===== src/hw/pss_cfg.svh =====
// constants for the program counter and return stack sequencer
// Summary of operation
// - input clock divided by four into four one-hot phase pulses
// - program counter steps in phase 1, fetched word latched in phase 4
// - fetch overlaps execute, one plain instruction per instruction cycle
// - execute over phases 2-4, operand read phase 2, write phase 4
// - program counter changes cost two cycles, prefetched word discarded
// - eight-bit ALU adds, subtracts, shifts, logic ops, two's complement
// - accumulator is eight bits and has no data memory address
// - ALU updates borrow_out, nibble_borrow and result_null flags
// - subtraction flags mean no-borrow rather than carry
// - program counter 13 bits, only low byte reachable
// - low-byte writes and computed jumps take bits 12..8 from pc_high_latch
// - jump and call carry 11 bits, page from latch bits 4 and 3
// - latch page bits do not reach the program memory address
// - program memory space is 1K words, 10-bit fetch address
// - eight by 13-bit return stack, pointer hidden from software
// - call or interrupt pushes full counter, returns pop it
// - push and pop leave pc_high_latch unchanged
// - ninth push overwrites the first, circular
// - ninth pop yields the value of the first pop
// - no overflow or underflow indication, wrap is silent
`ifndef PSS_CFG_SVH
`define PSS_CFG_SVH
`define PSS_PC_W      13
`define PSS_IW        14
`define PSS_PMEM_AW   10
`define PSS_STK_D     8
`define PSS_STK_PW    3
`define PSS_PC_RST    13'h0000
`define PSS_LATCH_RST 5'h00
`define PSS_CTRL_RST  2'h1
`define PSS_IVEC      13'h0010
`define PSS_PAGE_HI   4
`define PSS_PAGE_LO   3
`define PSS_TGT_HI    10
`define PSS_OP_HI     13
`define PSS_OP_LO     11
`define PSS_FN_HI     10
`define PSS_FN_LO     8
`define PSS_OP_ALU    3'h0
`define PSS_OP_NOP    3'h1
`define PSS_OP_PCW    3'h2
`define PSS_OP_IEXIT  3'h3
`define PSS_OP_JMP    3'h4
`define PSS_OP_CALL   3'h5
`define PSS_OP_RET    3'h6
`define PSS_OP_RETL   3'h7
`define PSS_FN_MOV    3'h0
`define PSS_FN_ADD    3'h1
`define PSS_FN_SUB    3'h2
`define PSS_FN_AND    3'h3
`define PSS_FN_IOR    3'h4
`define PSS_FN_XOR    3'h5
`define PSS_FN_RLC    3'h6
`define PSS_FN_RRC    3'h7
`define PSS_A_PCL     3'h0
`define PSS_A_LATH    3'h1
`define PSS_A_CTRL    3'h2
`define PSS_A_STAT    3'h3
`define PSS_C_RUN     0
`define PSS_C_IEN     1
`define PSS_S_BOR     0
`define PSS_S_NIB     1
`define PSS_S_NUL     2
`define PSS_S_IRV     3
`define PSS_S_IRQ     4
`endif


===== src/hw/pss_pkg.sv =====
// types shared by the sequencer modules
`include "pss_cfg.svh"
package pss_pkg;
  typedef enum logic [1:0] {PSS_Q1, PSS_Q2, PSS_Q3, PSS_Q4} pss_qstate_t;
  typedef struct packed {
    logic q1;
    logic q2;
    logic q3;
    logic q4;
  } pss_phase_t;
  typedef struct packed {
    logic                 push;
    logic                 pop;
    logic [`PSS_PC_W-1:0] data;
  } pss_stk_req_t;
  typedef struct packed {
    logic borrow_out;
    logic nibble_borrow;
    logic result_null;
  } pss_flags_t;
endpackage : pss_pkg


===== src/hw/pss_qdiv.sv =====
// four-phase divider producing one-cycle phase enables
`timescale 1ns/1ns
`default_nettype none
module pss_qdiv
  import pss_pkg::*;
(
  input  wire logic       mclk_in,
  input  wire logic       rst_n_in,
  input  wire logic       run_in,
  output var  pss_phase_t phase_out
);
  pss_qstate_t q_reg;

  always_ff @(posedge mclk_in) begin
    if (!rst_n_in) begin
      q_reg <= PSS_Q1;
    end else if (run_in) begin
      case (q_reg)
        PSS_Q1:  q_reg <= PSS_Q2;
        PSS_Q2:  q_reg <= PSS_Q3;
        PSS_Q3:  q_reg <= PSS_Q4;
        default: q_reg <= PSS_Q1;
      endcase
    end
  end

  // halted divider holds its place so a restart resumes mid-cycle
  always_comb begin
    phase_out.q1 = run_in && (q_reg == PSS_Q1);
    phase_out.q2 = run_in && (q_reg == PSS_Q2);
    phase_out.q3 = run_in && (q_reg == PSS_Q3);
    phase_out.q4 = run_in && (q_reg == PSS_Q4);
  end
endmodule : pss_qdiv
`default_nettype wire


===== src/hw/pss_rstk.sv =====
// eight-deep circular return address stack
`timescale 1ns/1ns
`default_nettype none
module pss_rstk
  import pss_pkg::*;
(
  input  wire logic                 mclk_in,
  input  wire logic                 rst_n_in,
  input  wire pss_stk_req_t         req_in,
  output var  logic [`PSS_PC_W-1:0] top_out
);
  logic [`PSS_PC_W-1:0]   mem_reg [`PSS_STK_D];
  logic [`PSS_STK_PW-1:0] ptr_reg;
  logic [`PSS_STK_PW-1:0] ptr_dn;

  // 3-bit pointer wraps by itself; no overflow flag exists at all
  assign ptr_dn  = ptr_reg - `PSS_STK_PW'(1);
  assign top_out = mem_reg[ptr_dn];

  always_ff @(posedge mclk_in) begin
    if (!rst_n_in) begin
      ptr_reg <= '0;
    end else if (req_in.push) begin
      ptr_reg <= ptr_reg + `PSS_STK_PW'(1);
    end else if (req_in.pop) begin
      ptr_reg <= ptr_dn;
    end
  end

  always_ff @(posedge mclk_in) begin
    if (req_in.push) begin
      mem_reg[ptr_reg] <= req_in.data;
    end
  end
endmodule : pss_rstk
`default_nettype wire


===== src/hw/pss_core.sv =====
// instruction sequencer core with wishbone register slave
`timescale 1ns/1ns
`default_nettype none
module pss_core
  import pss_pkg::*;
(
  input  wire logic                   mclk_in,
  input  wire logic                   rst_n_in,
  input  wire logic                   wb_cyc_in,
  input  wire logic                   wb_stb_in,
  input  wire logic                   wb_we_in,
  input  wire logic [7:0]             wb_adr_in,
  input  wire logic [3:0]             wb_sel_in,
  input  wire logic [31:0]            wb_dat_in,
  output var  logic [31:0]            wb_dat_out,
  output var  logic                   wb_ack_out,
  output var  logic [`PSS_PMEM_AW-1:0] pmem_addr_out,
  input  wire logic [`PSS_IW-1:0]     pmem_data_in,
  input  wire logic                   irq_in,
  output var  pss_phase_t             phase_out
);
  logic [`PSS_PC_W-1:0] pc_reg;
  logic [`PSS_PC_W-1:0] fetch_addr_reg;
  logic [`PSS_IW-1:0]   ir_reg;
  logic                 ir_valid_reg;
  logic [7:0]           acc_reg;
  logic [7:0]           operand_reg;
  pss_flags_t           flags_reg;
  pss_flags_t           flags_next;
  logic [4:0]           latch_reg;
  logic [1:0]           ctrl_reg;
  logic [2:0]           irq_sync_reg;
  logic                 irq_level_reg;
  logic                 ack_reg;
  logic [31:0]          dat_reg;
  logic [`PSS_PC_W-1:0] stk_top;
  pss_stk_req_t         stk_req;
  pss_phase_t           ph;

  function automatic logic [`PSS_PC_W-1:0] page_target(
    input logic [4:0]  lath,
    input logic [`PSS_TGT_HI:0] lit
  );
    page_target = {lath[`PSS_PAGE_HI:`PSS_PAGE_LO], lit};
  endfunction : page_target

  function automatic logic is_op(
    input logic [`PSS_IW-1:0] word,
    input logic [2:0]         code
  );
    is_op = (word[`PSS_OP_HI:`PSS_OP_LO] == code);
  endfunction : is_op

  pss_qdiv u_qdiv (
    .mclk_in   (mclk_in),
    .rst_n_in  (rst_n_in),
    .run_in    (ctrl_reg[`PSS_C_RUN]),
    .phase_out (ph)
  );

  pss_rstk u_rstk (
    .mclk_in  (mclk_in),
    .rst_n_in (rst_n_in),
    .req_in   (stk_req),
    .top_out  (stk_top)
  );

  assign phase_out = ph;

  // ---- decode of the instruction under execution
  logic       exec_ok;
  logic       is_jmp;
  logic       is_call;
  logic       is_pcw;
  logic       is_iexit;
  logic       is_retl;
  logic       is_ret_any;
  logic       is_alu;
  logic       branch;
  logic [2:0] alu_fn;
  logic [7:0] ir_lit;

  assign exec_ok    = ir_valid_reg;
  assign is_jmp     = exec_ok && is_op(ir_reg, `PSS_OP_JMP);
  assign is_call    = exec_ok && is_op(ir_reg, `PSS_OP_CALL);
  assign is_pcw     = exec_ok && is_op(ir_reg, `PSS_OP_PCW);
  assign is_iexit   = exec_ok && is_op(ir_reg, `PSS_OP_IEXIT);
  assign is_retl    = exec_ok && is_op(ir_reg, `PSS_OP_RETL);
  assign is_ret_any = is_iexit || is_retl ||
                      (exec_ok && is_op(ir_reg, `PSS_OP_RET));
  assign is_alu     = exec_ok && is_op(ir_reg, `PSS_OP_ALU);
  assign branch     = is_jmp || is_call || is_pcw || is_ret_any;
  assign alu_fn     = ir_reg[`PSS_FN_HI:`PSS_FN_LO];
  assign ir_lit     = ir_reg[7:0];

  // ---- wishbone slave; accesses land on phase 4 so they never tear
  // an instruction in flight, or at once while the core is halted
  logic       bus_slot;
  logic       bus_take;
  logic       bus_wr;
  logic [2:0] reg_idx;
  logic       mapped;
  logic       bus_pcl_wr;
  logic       bus_lath_wr;
  logic       bus_ctrl_wr;
  logic       int_take;

  assign bus_slot    = ph.q4 || !ctrl_reg[`PSS_C_RUN];
  assign bus_take    = wb_cyc_in && wb_stb_in && !ack_reg && bus_slot;
  assign reg_idx     = wb_adr_in[4:2];
  assign mapped      = (wb_adr_in[7:5] == 3'h0) && (reg_idx <= `PSS_A_STAT);
  assign bus_wr      = bus_take && wb_we_in && wb_sel_in[0] && mapped;
  assign bus_pcl_wr  = bus_wr && (reg_idx == `PSS_A_PCL);
  assign bus_lath_wr = bus_wr && (reg_idx == `PSS_A_LATH);
  assign bus_ctrl_wr = bus_wr && (reg_idx == `PSS_A_CTRL);

  // an interrupt waits out a branch so the return address stays exact
  assign int_take = ph.q4 && irq_level_reg && ctrl_reg[`PSS_C_IEN] &&
                    !branch && !bus_pcl_wr;

  function automatic logic [31:0] reg_read(input logic [2:0] idx);
    reg_read = 32'h0000_0000;
    case (idx)
      `PSS_A_PCL:  reg_read[7:0] = pc_reg[7:0];
      `PSS_A_LATH: reg_read[4:0] = latch_reg;
      `PSS_A_CTRL: reg_read[1:0] = ctrl_reg;
      `PSS_A_STAT: begin
        reg_read[`PSS_S_BOR] = flags_reg.borrow_out;
        reg_read[`PSS_S_NIB] = flags_reg.nibble_borrow;
        reg_read[`PSS_S_NUL] = flags_reg.result_null;
        reg_read[`PSS_S_IRV] = ir_valid_reg;
        reg_read[`PSS_S_IRQ] = irq_level_reg;
      end
      default: reg_read = 32'h0000_0000;
    endcase
  endfunction : reg_read

  always_ff @(posedge mclk_in) begin
    if (!rst_n_in) begin
      ack_reg <= 1'b0;
    end else begin
      ack_reg <= bus_take;
    end
  end

  always_ff @(posedge mclk_in) begin
    if (!rst_n_in) begin
      dat_reg <= 32'h0000_0000;
    end else if (bus_take && !wb_we_in) begin
      dat_reg <= mapped ? reg_read(reg_idx) : 32'h0000_0000;
    end
  end

  assign wb_ack_out = ack_reg;
  assign wb_dat_out = dat_reg;

  // ---- latch and control; the stack never touches the latch
  always_ff @(posedge mclk_in) begin
    if (!rst_n_in) begin
      latch_reg <= `PSS_LATCH_RST;
    end else if (bus_lath_wr) begin
      latch_reg <= wb_dat_in[4:0];
    end
  end

  always_ff @(posedge mclk_in) begin
    if (!rst_n_in) begin
      ctrl_reg <= `PSS_CTRL_RST;
    end else begin
      if (bus_ctrl_wr) begin
        ctrl_reg <= wb_dat_in[1:0];
      end
      if (int_take) begin
        ctrl_reg[`PSS_C_IEN] <= 1'b0;
      end
      // hardware set beats a software clear in the same cycle
      if (ph.q4 && is_iexit && !bus_pcl_wr) begin
        ctrl_reg[`PSS_C_IEN] <= 1'b1;
      end
    end
  end

  // ---- interrupt pin, three stages, level moves when 2 and 3 agree
  always_ff @(posedge mclk_in) begin
    if (!rst_n_in) begin
      irq_sync_reg  <= 3'h0;
      irq_level_reg <= 1'b0;
    end else begin
      irq_sync_reg <= {irq_sync_reg[1:0], irq_in};
      if (irq_sync_reg[1] == irq_sync_reg[2]) begin
        irq_level_reg <= irq_sync_reg[2];
      end
    end
  end

  // ---- program counter and fetch address
  always_ff @(posedge mclk_in) begin
    if (!rst_n_in) begin
      pc_reg         <= `PSS_PC_RST;
      fetch_addr_reg <= `PSS_PC_RST;
    end else if (bus_pcl_wr) begin
      pc_reg <= {latch_reg, wb_dat_in[7:0]};
    end else if (ph.q1) begin
      fetch_addr_reg <= pc_reg;
      pc_reg         <= pc_reg + `PSS_PC_W'(1);
    end else if (ph.q4) begin
      if (is_jmp || is_call) begin
        pc_reg <= page_target(latch_reg, ir_reg[`PSS_TGT_HI:0]);
      end else if (is_pcw) begin
        pc_reg <= {latch_reg, acc_reg};
      end else if (is_ret_any) begin
        pc_reg <= stk_top;
      end else if (int_take) begin
        pc_reg <= `PSS_IVEC;
      end
    end
  end

  // page bits above the implemented space are dropped here
  assign pmem_addr_out = fetch_addr_reg[`PSS_PMEM_AW-1:0];

  // ---- stack requests; return address is the word being discarded
  always_comb begin
    stk_req.push = ph.q4 && !bus_pcl_wr && (is_call || int_take);
    stk_req.pop  = ph.q4 && !bus_pcl_wr && is_ret_any;
    stk_req.data = fetch_addr_reg;
  end

  // ---- instruction register, flushed on any counter change
  always_ff @(posedge mclk_in) begin
    if (!rst_n_in) begin
      ir_reg       <= '0;
      ir_valid_reg <= 1'b0;
    end else if (bus_pcl_wr) begin
      ir_valid_reg <= 1'b0;
      if (ph.q4) begin
        ir_reg <= pmem_data_in;
      end
    end else if (ph.q4) begin
      ir_reg       <= pmem_data_in;
      ir_valid_reg <= !(branch || int_take);
    end
  end

  // ---- ALU, operand taken in phase 2 and result written in phase 4
  always_ff @(posedge mclk_in) begin
    if (!rst_n_in) begin
      operand_reg <= 8'h00;
    end else if (ph.q2) begin
      operand_reg <= acc_reg;
    end
  end

  logic [7:0] alu_res;
  logic [8:0] sum9;
  logic [4:0] nib5;
  logic       upd_c;
  logic       upd_z;

  always_comb begin
    sum9       = 9'h000;
    nib5       = 5'h00;
    alu_res    = operand_reg;
    upd_c      = 1'b0;
    upd_z      = 1'b1;
    flags_next = flags_reg;
    case (alu_fn)
      `PSS_FN_MOV: alu_res = ir_lit;
      `PSS_FN_ADD: begin
        sum9    = {1'b0, ir_lit} + {1'b0, operand_reg};
        nib5    = {1'b0, ir_lit[3:0]} + {1'b0, operand_reg[3:0]};
        alu_res = sum9[7:0];
        upd_c   = 1'b1;
      end
      `PSS_FN_SUB: begin
        // two's complement add of the inverse: carry out means no borrow
        sum9    = {1'b0, ir_lit} + {1'b0, ~operand_reg} + 9'h001;
        nib5    = {1'b0, ir_lit[3:0]} + {1'b0, ~operand_reg[3:0]} + 5'h01;
        alu_res = sum9[7:0];
        upd_c   = 1'b1;
      end
      `PSS_FN_AND: alu_res = ir_lit & operand_reg;
      `PSS_FN_IOR: alu_res = ir_lit | operand_reg;
      `PSS_FN_XOR: alu_res = ir_lit ^ operand_reg;
      `PSS_FN_RLC: begin
        alu_res = {operand_reg[6:0], flags_reg.borrow_out};
        sum9[8] = operand_reg[7];
        upd_z   = 1'b0;
      end
      default: begin
        alu_res = {flags_reg.borrow_out, operand_reg[7:1]};
        sum9[8] = operand_reg[0];
        upd_z   = 1'b0;
      end
    endcase
    if (upd_c || !upd_z) begin
      flags_next.borrow_out = sum9[8];
    end
    if (upd_c) begin
      flags_next.nibble_borrow = nib5[4];
    end
    if (upd_z) begin
      flags_next.result_null = (alu_res == 8'h00);
    end
  end

  // accumulator lives only here, never in the data map
  always_ff @(posedge mclk_in) begin
    if (!rst_n_in) begin
      acc_reg   <= 8'h00;
      flags_reg <= '0;
    end else if (ph.q4 && is_alu) begin
      acc_reg   <= alu_res;
      flags_reg <= flags_next;
    end else if (ph.q4 && is_retl && !bus_pcl_wr) begin
      acc_reg <= ir_lit;
    end
  end
endmodule : pss_core
`default_nettype wire


===== config.mk =====
export PLATFORM = sky130hd
export DESIGN_NAME = pss_core
export DESIGN_NICKNAME = d
export VERILOG_FILES = /design/src/hw/pss_pkg.sv /design/src/hw/pss_qdiv.sv /design/src/hw/pss_rstk.sv /design/src/hw/pss_core.sv
export VERILOG_INCLUDE_DIRS = /design/src /design/src/hw
export SDC_FILE = /design/constraint.sdc
export NUM_CORES = 1
export LEC_CHECK = 0
export BUFFER_PORTS_ARGS = -buffer_cell sky130_fd_sc_hd__clkbuf_2
export CAP_MARGIN = 40
export CORE_ASPECT_RATIO = 0.5
export CORE_MARGIN = 2
export CORE_UTILIZATION = 45
export CTS_CLUSTER_DIAMETER = 60
export CTS_CLUSTER_SIZE = 30
export DETAILED_ROUTE_END_ITERATION = 10
export MAX_ROUTING_LAYER = met4
export PLACE_DENSITY_LB_ADDON = 0.25
export RECOVER_POWER = 50
export SLEW_MARGIN = 0
export SYNTH_ARGS = -nofsm -noshare
export SYNTH_HDL_FRONTEND = slang
export SYNTH_SLANG_ARGS = --single-unit

===== constraint.sdc =====
create_clock -name mclk_in -period 5.06 [get_ports mclk_in]
set_input_delay 1.012 -clock mclk_in [delete_from_list [all_inputs] [get_ports mclk_in]]
set_output_delay 1.012 -clock mclk_in [all_outputs]
set_load 0.05 [all_outputs]

==> impl_results.rst, run 1 <==
.. list-table::
   :header-rows: 1

   * - Metric
     - Value
   * - Area share of the largest cell type after synthesis
     - 27.95%
   * - Async set or reset register ratio after synthesis
     - 0%
   * - Flop and latch count out of synthesis
     - 159
   * - Aggregate routed wire length
     - 21,490 um
   * - Post-synthesis share of cell area spent on and, or, nand and nor gates
     - 14.54%
   * - DRC Markers
     - 0
   * - Post-synthesis xor/xnor area fraction
     - 0.8298%
   * - Die H
     - 101.7 um
   * - Reg-to-reg endpoint
     - pc_reg[3]$_SDFFE_PN0P_
   * - Sequential-to-total area share from yosys stat
     - 46.35%
   * - Max reg flops
     - 80
   * - Max Cap Violations
     - 1
   * - Insertion delay to the later sink of the worst-skew pair
     - 0.42 ns
   * - Number of ports placed on the die boundary
     - 111
   * - Final ANT Viol Nets
     - 0
   * - Dominant combinational cell family by area after synthesis
     - compound AO/OA/AOI/OAI gates
   * - Multiplexer share of the synthesized area
     - 9.390%
   * - Adder and majority cell fraction of the synthesized area
     - 4.979%
   * - Number of port buffers
     - 57
   * - Violated checks
     - max-capacitance violations, max-slew violations
   * - Worst reg2reg path startpoint
     - u_qdiv.q_reg[0]$_SDFFE_PN0P_
   * - Minimum period implied by the final worst setup slack
     - 3.671 ns
   * - Total negative slack
     - 0 ns
   * - Largest fanout of any net on the critical path
     - 55
   * - Relative area change from synthesis to final layout
     - 11.75%
   * - CTS-repair resized insts
     - 0
   * - Layout Skew
     - 0.01060 ns
   * - Most common library cell in the layout ignoring fill and taps
     - sky130_fd_sc_hd__nand2_1
   * - Leakage power
     - 3.406 nW
   * - Crit Path Class
     - input port to flop
   * - Cells taking the most area after synthesis
     - sky130_fd_sc_hd__edfxtp_1, sky130_fd_sc_hd__dfxtp_1, sky130_fd_sc_hd__mux4_2
   * - Final critical-path setup slack
     - 1.389 ns
   * - Average wire length per cell after detail routing
     - 18.39 um
   * - Fmax
     - 272.4 MHz
   * - WP data required
     - 5.37 ns
   * - Critical path capture point type
     - flop
   * - Cell type with the highest aggregate area in the netlist
     - sky130_fd_sc_hd__edfxtp_1
   * - Post-route clock period utilization
     - 72.54%
   * - Vias per cell
     - 5.734
   * - Compound-gate portion of the synthesized area
     - 17.54%
   * - Outcome
     - complete, but fails checks
   * - Worst vdd rail ir drop
     - 0.2395 mV
   * - Remaining global-route overflow
     - 0
   * - Capturing element of the worst setup path
     - acc_reg[4]$_SDFFE_PN0P_
   * - Effective utilization at floorplan
     - 46.29%
   * - TritonCTS sink count
     - 159
   * - Global-route wire length before repair
     - 34,600 um
   * - Transition time of the tightest slew-check pin
     - 2.182 ns
   * - Post CTS Setup Buffer Count
     - 0
   * - RD Place Congestion
     - 0.9236
   * - Number of max-slew violations in the final report
     - 56
   * - Critical path origin
     - rst_n_in
   * - Critical Path AT
     - 3.98 ns
   * - Maximum number of pins on one net before global-route repair
     - 56
   * - CTS Hold Bufs
     - 0
   * - Antenna violations before repair
     - 0
   * - FF-to-FF path depth
     - 10
   * - Pre-CTS WS
     - 1.785 ns
   * - Flip-flop cell with the highest count after synthesis
     - sky130_fd_sc_hd__edfxtp_1
   * - Tightest Hold Check Type
     - flop to flop
   * - Post-Syn Area
     - 8594 um^2
   * - Number of distinct library cells after synthesis
     - 77
   * - Post-synthesis average cell area
     - 10.03 um^2
   * - Number of design-rule violations left by the first detailed-router iteration
     - 641
   * - Element type at the critical path start
     - input port
   * - Post-Syn Instances
     - 857
   * - Root buffer cell
     - sky130_fd_sc_hd__clkbuf_16
   * - Die Outline Area
     - 20,290 um^2
   * - # rows
     - 35
   * - TritonCTS clock tree
     - built
   * - Commonest cells after routing, fill and taps aside
     - sky130_fd_sc_hd__nand2_1, sky130_fd_sc_hd__edfxtp_1, sky130_fd_sc_hd__dfxtp_1
   * - Level count of the clock H-tree
     - 4
   * - Register-to-Register Setup Slack
     - 1.82 ns
   * - Final hold slack
     - 0.4372 ns
   * - CTS buffer count
     - 17
   * - DR vias
     - 6,697
   * - Post-detail-place hpwl
     - 15,270 um
   * - Core region area
     - 18,570 um^2
   * - Number of hold violations in the final report
     - 0
   * - Number of buffers on the longest clock path
     - 2
   * - Number of global-route vias before repair
     - 6,274
   * - Number of antenna diodes
     - 0
   * - Fraction of layout cells with a size suffix above 1
     - 15.62%
   * - Worst slew margin relative to its limit
     - -45.49%
   * - Fillers
     - 1,666
   * - 1st-pass router iterations
     - 7
   * - Horizontal die dimension
     - 199.4 um
   * - RSZ-0062 raised after global routing
     - no
   * - Number of nets in the layout
     - 994
   * - Number of synthesized flops with an enable pin
     - 80
   * - Clock transition at the registers of the reported paths
     - 0.06 ns
   * - Total routing resource utilization after global routing
     - 23.04%
   * - Count of yosys warnings during synthesis
     - 0
   * - Power Dens Cells
     - 394.9 nW/um^2
   * - Final count of negative-setup-slack endpoints
     - 0
-- through the flow --
stage	total power, W	std cells	util (%)	area (um^2)
after global routing	0.003986	1168	51.73	9604
final	0.003793	1168	51.73	9604
after floorplan	0.002323	880	-	8681
after CTS	0.003808	1168	51.83	9623
after detailed placement	0.002563	1137	48.71	9044
after global placement	0.002544	1130	48.27	8964
-- report_power, final --
part | switching [W] | internal [W]
registers | 0.000170 | 0.00147
logic | 0.000628 | 0.000275
clock network | 0.000551 | 0.000694
total | 0.00135 | 0.00244
-- per-layer routing --
| metal | up-vias | track usage (%) | wire length (um) |
|---|---|---|---|
| li1 | 3170 | - | - |
| met1 | 3296 | 31.12 | 9988 |
| met2 | 203 | 36.02 | 10090 |
| met3 | 28 | 2.930 | 982 |
| met4 | 0 | 8.148 | 422 |
| met5 | - | - | 0 |
-- cell usage after synthesis (3+ instances only) --
| master | n |
|---|---|
| sky130_fd_sc_hd__buf_2 | 12 |
| sky130_fd_sc_hd__a22o_1 | 6 |
| sky130_fd_sc_hd__mux2i_1 | 21 |
| sky130_fd_sc_hd__clkbuf_1 | 35 |
| sky130_fd_sc_hd__o21ai_1 | 4 |
| sky130_fd_sc_hd__and2_1 | 9 |
| sky130_fd_sc_hd__or2_2 | 4 |
| sky130_fd_sc_hd__nand3_1 | 25 |
| sky130_fd_sc_hd__inv_1 | 30 |
| sky130_fd_sc_hd__a211oi_1 | 5 |
| sky130_fd_sc_hd__o211ai_1 | 5 |
| sky130_fd_sc_hd__mux2_2 | 9 |
| sky130_fd_sc_hd__nor2b_1 | 16 |
| sky130_fd_sc_hd__xnor2_1 | 4 |
| sky130_fd_sc_hd__nand2b_1 | 8 |
| sky130_fd_sc_hd__o21a_1 | 4 |
| sky130_fd_sc_hd__nand4_1 | 6 |
| sky130_fd_sc_hd__nor3_1 | 13 |
| sky130_fd_sc_hd__o221ai_1 | 11 |
| sky130_fd_sc_hd__and3_1 | 7 |
| sky130_fd_sc_hd__a21oi_1 | 56 |
| sky130_fd_sc_hd__buf_4 | 28 |
| sky130_fd_sc_hd__a21boi_1 | 8 |
| sky130_fd_sc_hd__nor4_1 | 3 |
| sky130_fd_sc_hd__edfxtp_1 | 80 |
| sky130_fd_sc_hd__o21bai_1 | 4 |
| sky130_fd_sc_hd__mux4_2 | 22 |
| sky130_fd_sc_hd__o2bb2ai_1 | 3 |
| sky130_fd_sc_hd__a31oi_1 | 11 |
| sky130_fd_sc_hd__nor2_1 | 48 |
| sky130_fd_sc_hd__o21ai_0 | 43 |
| sky130_fd_sc_hd__ha_1 | 31 |
| sky130_fd_sc_hd__o2111ai_1 | 5 |
| sky130_fd_sc_hd__a22oi_1 | 10 |
| sky130_fd_sc_hd__nand2_1 | 115 |
| sky130_fd_sc_hd__dfxtp_1 | 79 |
| sky130_fd_sc_hd__o22ai_1 | 4 |
| sky130_fd_sc_hd__a21boi_0 | 15 |
| sky130_fd_sc_hd__o31ai_1 | 5 |
-- worst min-delay path by stage --
stage | from | to | depth (start not counted)
final | irq_sync_reg[0]$_SDFF_PN0_ | irq_sync_reg[1]$_SDFF_PN0_ | 1
after global routing | irq_sync_reg[0]$_SDFF_PN0_ | irq_sync_reg[1]$_SDFF_PN0_ | 1
after CTS | irq_sync_reg[0]$_SDFF_PN0_ | irq_sync_reg[1]$_SDFF_PN0_ | 1
after detailed placement | irq_sync_reg[0]$_SDFF_PN0_ | irq_sync_reg[1]$_SDFF_PN0_ | 1
after global placement | irq_sync_reg[0]$_SDFF_PN0_ | irq_sync_reg[1]$_SDFF_PN0_ | 1
after floorplan | irq_sync_reg[0]$_SDFF_PN0_ | irq_sync_reg[1]$_SDFF_PN0_ | 1
-- logic make-up after synthesis --
group / after synthesis
AOI/OAI and AO/OA: 227
xor gates and xnor gates: 6
adders and majority gates: 33
buffers and inverters: 112
DFF: 159
muxes: 52
other: 1
and+or+nand+nor: 267
-- area by class of cell --
cell class,instances,area (um^2),area share [%]
Clock buffer,17,425.4,4.429
Clock inverter,14,153.9,1.602
Inverter,35,133.9,1.394
Multi-Input combinational cell,609,4154,43.25
Sequential cell,159,3984,41.48
Tap cell,259,324.1,3.374
Timing Repair Buffer,75,429.2,4.468
-- critical path: stages --
cell                        delay [ns]
sky130_fd_sc_hd__clkbuf_2         0.07
sky130_fd_sc_hd__clkbuf_1         1.54
sky130_fd_sc_hd__clkinv_1         0.38
sky130_fd_sc_hd__clkbuf_1         0.57
sky130_fd_sc_hd__a2111oi_2        0.37
Power figures use the tool's default switching activity.
==> inputs of run 2 (changes only) <==
Settings changed: ABC_AREA from default to 1.
Clock period 5.06 ns to 3.61 ns, I/O delays scaled along.
==> run 2 against run 1 <==
Compared with the run above:
- the flow now finishes without violations
- routed wire length rose by 7.5%
- critical path depth increased by 4
- clock power up 56%
- first-iteration DRC count is 2.0% lower
- count of clock-buffer cells in the layout unchanged
- highest routed layer unchanged
- largest power group unchanged
==> impl_results.rst, run 2 <==
.. list-table::
   :header-rows: 1

   * - Metric
     - Value
   * - Clock transition at the registers of the reported paths
     - 0.07 ns
   * - Switching fraction of total power
     - 39.02%
   * - Critical path buffer and inverter count
     - 3
   * - Number of distinct library cells after synthesis
     - 42
   * - Die H
     - 100.8 um
   * - CP max stage cell
     - sky130_fd_sc_hd__nor2_1
   * - Critical path capture point type
     - flop
   * - RD Place Congestion
     - 0.9039
   * - Most common library cell in the layout ignoring fill and taps
     - sky130_fd_sc_hd__nand2_1
   * - Worst vdd rail ir drop
     - 0.3544 mV
   * - Commonest cells post-synth
     - sky130_fd_sc_hd__nand2_1, sky130_fd_sc_hd__nor2_1, sky130_fd_sc_hd__inv_1, sky130_fd_sc_hd__o21ai_0, sky130_fd_sc_hd__a21oi_1
   * - Root buffer cell
     - sky130_fd_sc_hd__clkbuf_16
   * - Number of synthesized flops with an enable pin
     - 80
   * - Fmax
     - 359.6 MHz
   * - Cell type with the highest aggregate area in the netlist
     - sky130_fd_sc_hd__edfxtp_1
   * - Transition time of the tightest slew-check pin
     - 1.340 ns
   * - Maximum number of pins on one net before global-route repair
     - 62
   * - Aggregate routed wire length
     - 23,100 um
   * - Effective utilization at floorplan
     - 45.85%
   * - # rows
     - 35
   * - Compound-gate portion of the synthesized area
     - 16.11%
   * - Outcome
     - complete, no violations
   * - Post-synthesis xor/xnor area fraction
     - 0.5193%
   * - Total negative slack
     - 0 ns
   * - Number of global-route vias before repair
     - 6,905
   * - Core region area
     - 18,390 um^2
   * - Element type at the critical path start
     - flop
   * - Horizontal die dimension
     - 197.6 um
   * - 1st-pass router iterations
     - 5
   * - Insertion delay to the later sink of the worst-skew pair
     - 0.42 ns
   * - RSZ-0062 raised after global routing
     - no
   * - Largest fanout of any net on the critical path
     - 8
   * - Post-synthesis average cell area
     - 8.140 um^2
   * - Number of ports placed on the die boundary
     - 111
   * - DR vias
     - 7,326
   * - Post-Syn Area
     - 8433 um^2
   * - Cells taking the most area after synthesis
     - sky130_fd_sc_hd__edfxtp_1, sky130_fd_sc_hd__dfxtp_1, sky130_fd_sc_hd__nand2_1
   * - Total routing resource utilization after global routing
     - 24.64%
   * - TritonCTS clock tree
     - built
   * - Average wire length per cell after detail routing
     - 17.22 um
   * - Flip-flop cell with the highest count after synthesis
     - sky130_fd_sc_hd__edfxtp_1
   * - Vias per cell
     - 5.463
   * - Remaining global-route overflow
     - 0
   * - Worst slew margin relative to its limit
     - 10.65%
   * - Relative area change from synthesis to final layout
     - 12.20%
   * - Number of antenna diodes
     - 0
   * - Final count of negative-setup-slack endpoints
     - 0
   * - Number of nets in the layout
     - 1,186
   * - Flop and latch count out of synthesis
     - 159
   * - Antenna violations before repair
     - 0
   * - Area share of the largest cell type after synthesis
     - 28.49%
   * - Critical Path AT
     - 2.91 ns
   * - Number of max-slew violations in the final report
     - 0
   * - Post-Syn Instances
     - 1,036
   * - Level count of the clock H-tree
     - 4
   * - Post CTS Setup Buffer Count
     - 0
   * - Number of design-rule violations left by the first detailed-router iteration
     - 628
   * - Commonest cells after routing, fill and taps aside
     - sky130_fd_sc_hd__nand2_1, sky130_fd_sc_hd__inv_1, sky130_fd_sc_hd__nor2_1
   * - Number of port buffers
     - 57
   * - Relative contribution of the clock network to total power
     - 31.4%
   * - CTS buffer count
     - 17
   * - Multiplexer share of the synthesized area
     - 0.8309%
   * - Max Cap Violations
     - 0
   * - Register-to-Register Setup Slack
     - 0.83 ns
   * - Adder and majority cell fraction of the synthesized area
     - 5.074%
   * - Sequential share of power
     - 40.0%
   * - WP data required
     - 3.74 ns
   * - CTS-repair resized insts
     - 0
   * - Switching power total
     - 0.002405 W
   * - Minimum period implied by the final worst setup slack
     - 2.781 ns
   * - Post-detail-place hpwl
     - 16,330 um
   * - Global-route wire length before repair
     - 36,920 um
   * - Max reg flops
     - 80
   * - Post-synthesis share of cell area spent on and, or, nand and nor gates
     - 20.98%
   * - Combinational Power Share
     - 28.6%
   * - Dominant delay contributor by cell family on the critical path
     - simple AND/OR/NAND/NOR gates
   * - Number of hold violations in the final report
     - 0
   * - Tightest Hold Check Type
     - flop to flop
   * - Number of buffers on the longest clock path
     - 2
   * - Post-route clock period utilization
     - 77.02%
   * - CTS Hold Bufs
     - 0
   * - Core occupancy in the finished layout
     - 51.44%
   * - DRC Markers
     - 0
   * - Dominant combinational cell family by area after synthesis
     - simple AND/OR/NAND/NOR gates
   * - Ordered cell list for the critical path
     - nand2_1 -> nor2_4 -> inv_1 -> o22ai_2 -> inv_1 -> nor2_1 -> nand2_1 -> nor2_1 -> buf_4
   * - Die Outline Area
     - 19,920 um^2
   * - Crit Path Class
     - flop to flop
   * - Fraction of layout cells with a size suffix above 1
     - 9.900%
   * - TritonCTS sink count
     - 159
   * - Power Dens Cells
     - 651.2 nW/um^2
   * - Layout Skew
     - 0.01475 ns
   * - Internal power of the cells
     - 0.003757 W
   * - Async set or reset register ratio after synthesis
     - 0%
   * - Count of yosys warnings during synthesis
     - 0
   * - Maximum cell stage delay along the critical path
     - 0.49 ns
   * - Final ANT Viol Nets
     - 0
   * - Leading cell type by number of instances after synthesis
     - sky130_fd_sc_hd__nand2_1
   * - Leakage power
     - 3.833 nW
   * - Sequential-to-total area share from yosys stat
     - 47.24%
==> run 2: changes by cell type in the layout (fill, tap and decap cells not counted), moves of 22 or more <==
cell / delta
sky130_fd_sc_hd__mux4_2: -22
sky130_fd_sc_hd__inv_1: +77
sky130_fd_sc_hd__nand3_1: +42
sky130_fd_sc_hd__a21oi_1: +41
sky130_fd_sc_hd__nor2_1: +59
sky130_fd_sc_hd__nand2_1: +81
sky130_fd_sc_hd__o21ai_0: +57
==> run 2: cell type report <==
cell class	instances	area (um^2)
Tap cell	240	300.3
Multi-Input combinational cell	725	3742
Inverter	111	416.7
Clock buffer	17	425.4
Sequential cell	159	3984
Clock inverter	14	197.7
Timing Repair Buffer	75	395.4
Fill cell	1793	8931
==> run 2: worst reg2reg max path, delay by kind of cell, from the launching register on <==
kind / cells / cell delay, ns
buffers and inverters: 3 / 0.52
AO/OA/AOI/OAI: 1 / 0.19
AND/OR/NAND/NOR: 5 / 1.33
flip-flops: 1 / 0.45
==> run 2: path summary, 6_finish.rpt <==
check,start,endpoint,cells past startpoint
worst max register to register,exec_ok$_SDFFE_PP0N_,u_rstk.mem_reg[1][2]$_DFFE_PP_,9
worst max-delay path,exec_ok$_SDFFE_PP0N_,u_rstk.mem_reg[1][2]$_DFFE_PP_,9
worst min register to register,irq_sync_reg[0]$_SDFF_PN0_,irq_sync_reg[1]$_SDFF_PN0_,2
worst min-delay path,irq_sync_reg[0]$_SDFF_PN0_,irq_sync_reg[1]$_SDFF_PN0_,2
==> run 2: power by group through the flow <==
stage | combinational, W | sequential [W] | clock (W)
4_1_cts | 0.00176 | 0.00246 | 0.00195
2_1_floorplan | 0.00120 | 0.00255 | 0
6_report | 0.00176 | 0.00247 | 0.00193
5_1_grt | 0.00196 | 0.00250 | 0.00202
3_3_place_gp | 0.00175 | 0.00249 | 0
3_5_place_dp | 0.00176 | 0.00250 | 0
==> run 2: metrics by stage <==
| stage | cell area [um^2] | instances | power, W | setup slack [ns] | hold slack, ns |
|---|---|---|---|---|---|
| final | 9462 | 1341 | 0.006162 | 0.8294 | 0.4189 |
| after global routing | 9462 | 1341 | 0.006483 | 0.5254 | 0.4826 |
| after CTS | 9504 | 1341 | 0.006176 | 0.9031 | 0.4172 |
| after detailed placement | 8881 | 1310 | 0.004255 | 0.8090 | 0.4009 |
| after global placement | 8881 | 1310 | 0.004233 | 0.8835 | 0.4022 |
| after floorplan | 8519 | 1059 | 0.003744 | 1.026 | 0.3905 |
==> run 2: cells by family (layout without fill, tap and decap cells) <==
kind of cell             after synthesis  in the layout
adder cells (fa/ha/maj)               33             33
XOR/XNOR                               5              5
AND/OR/NAND/NOR                      411            411
multiplexers                           7              7
other                                  1             24
flip-flops                           159            159
AO/OA/AOI/OAI                        245            245
buffers and inverters                175            217
==> run 2: per-layer routing <==
metal  part of all wire [%]  vias up  GRT usage (%)
met2                     47      231          40.95
met3                    5.2       24          4.215
met4                   0.81        0          4.627
met5                      0        -              -
li1                       -     3582              -
met1                     47     3489          32.18
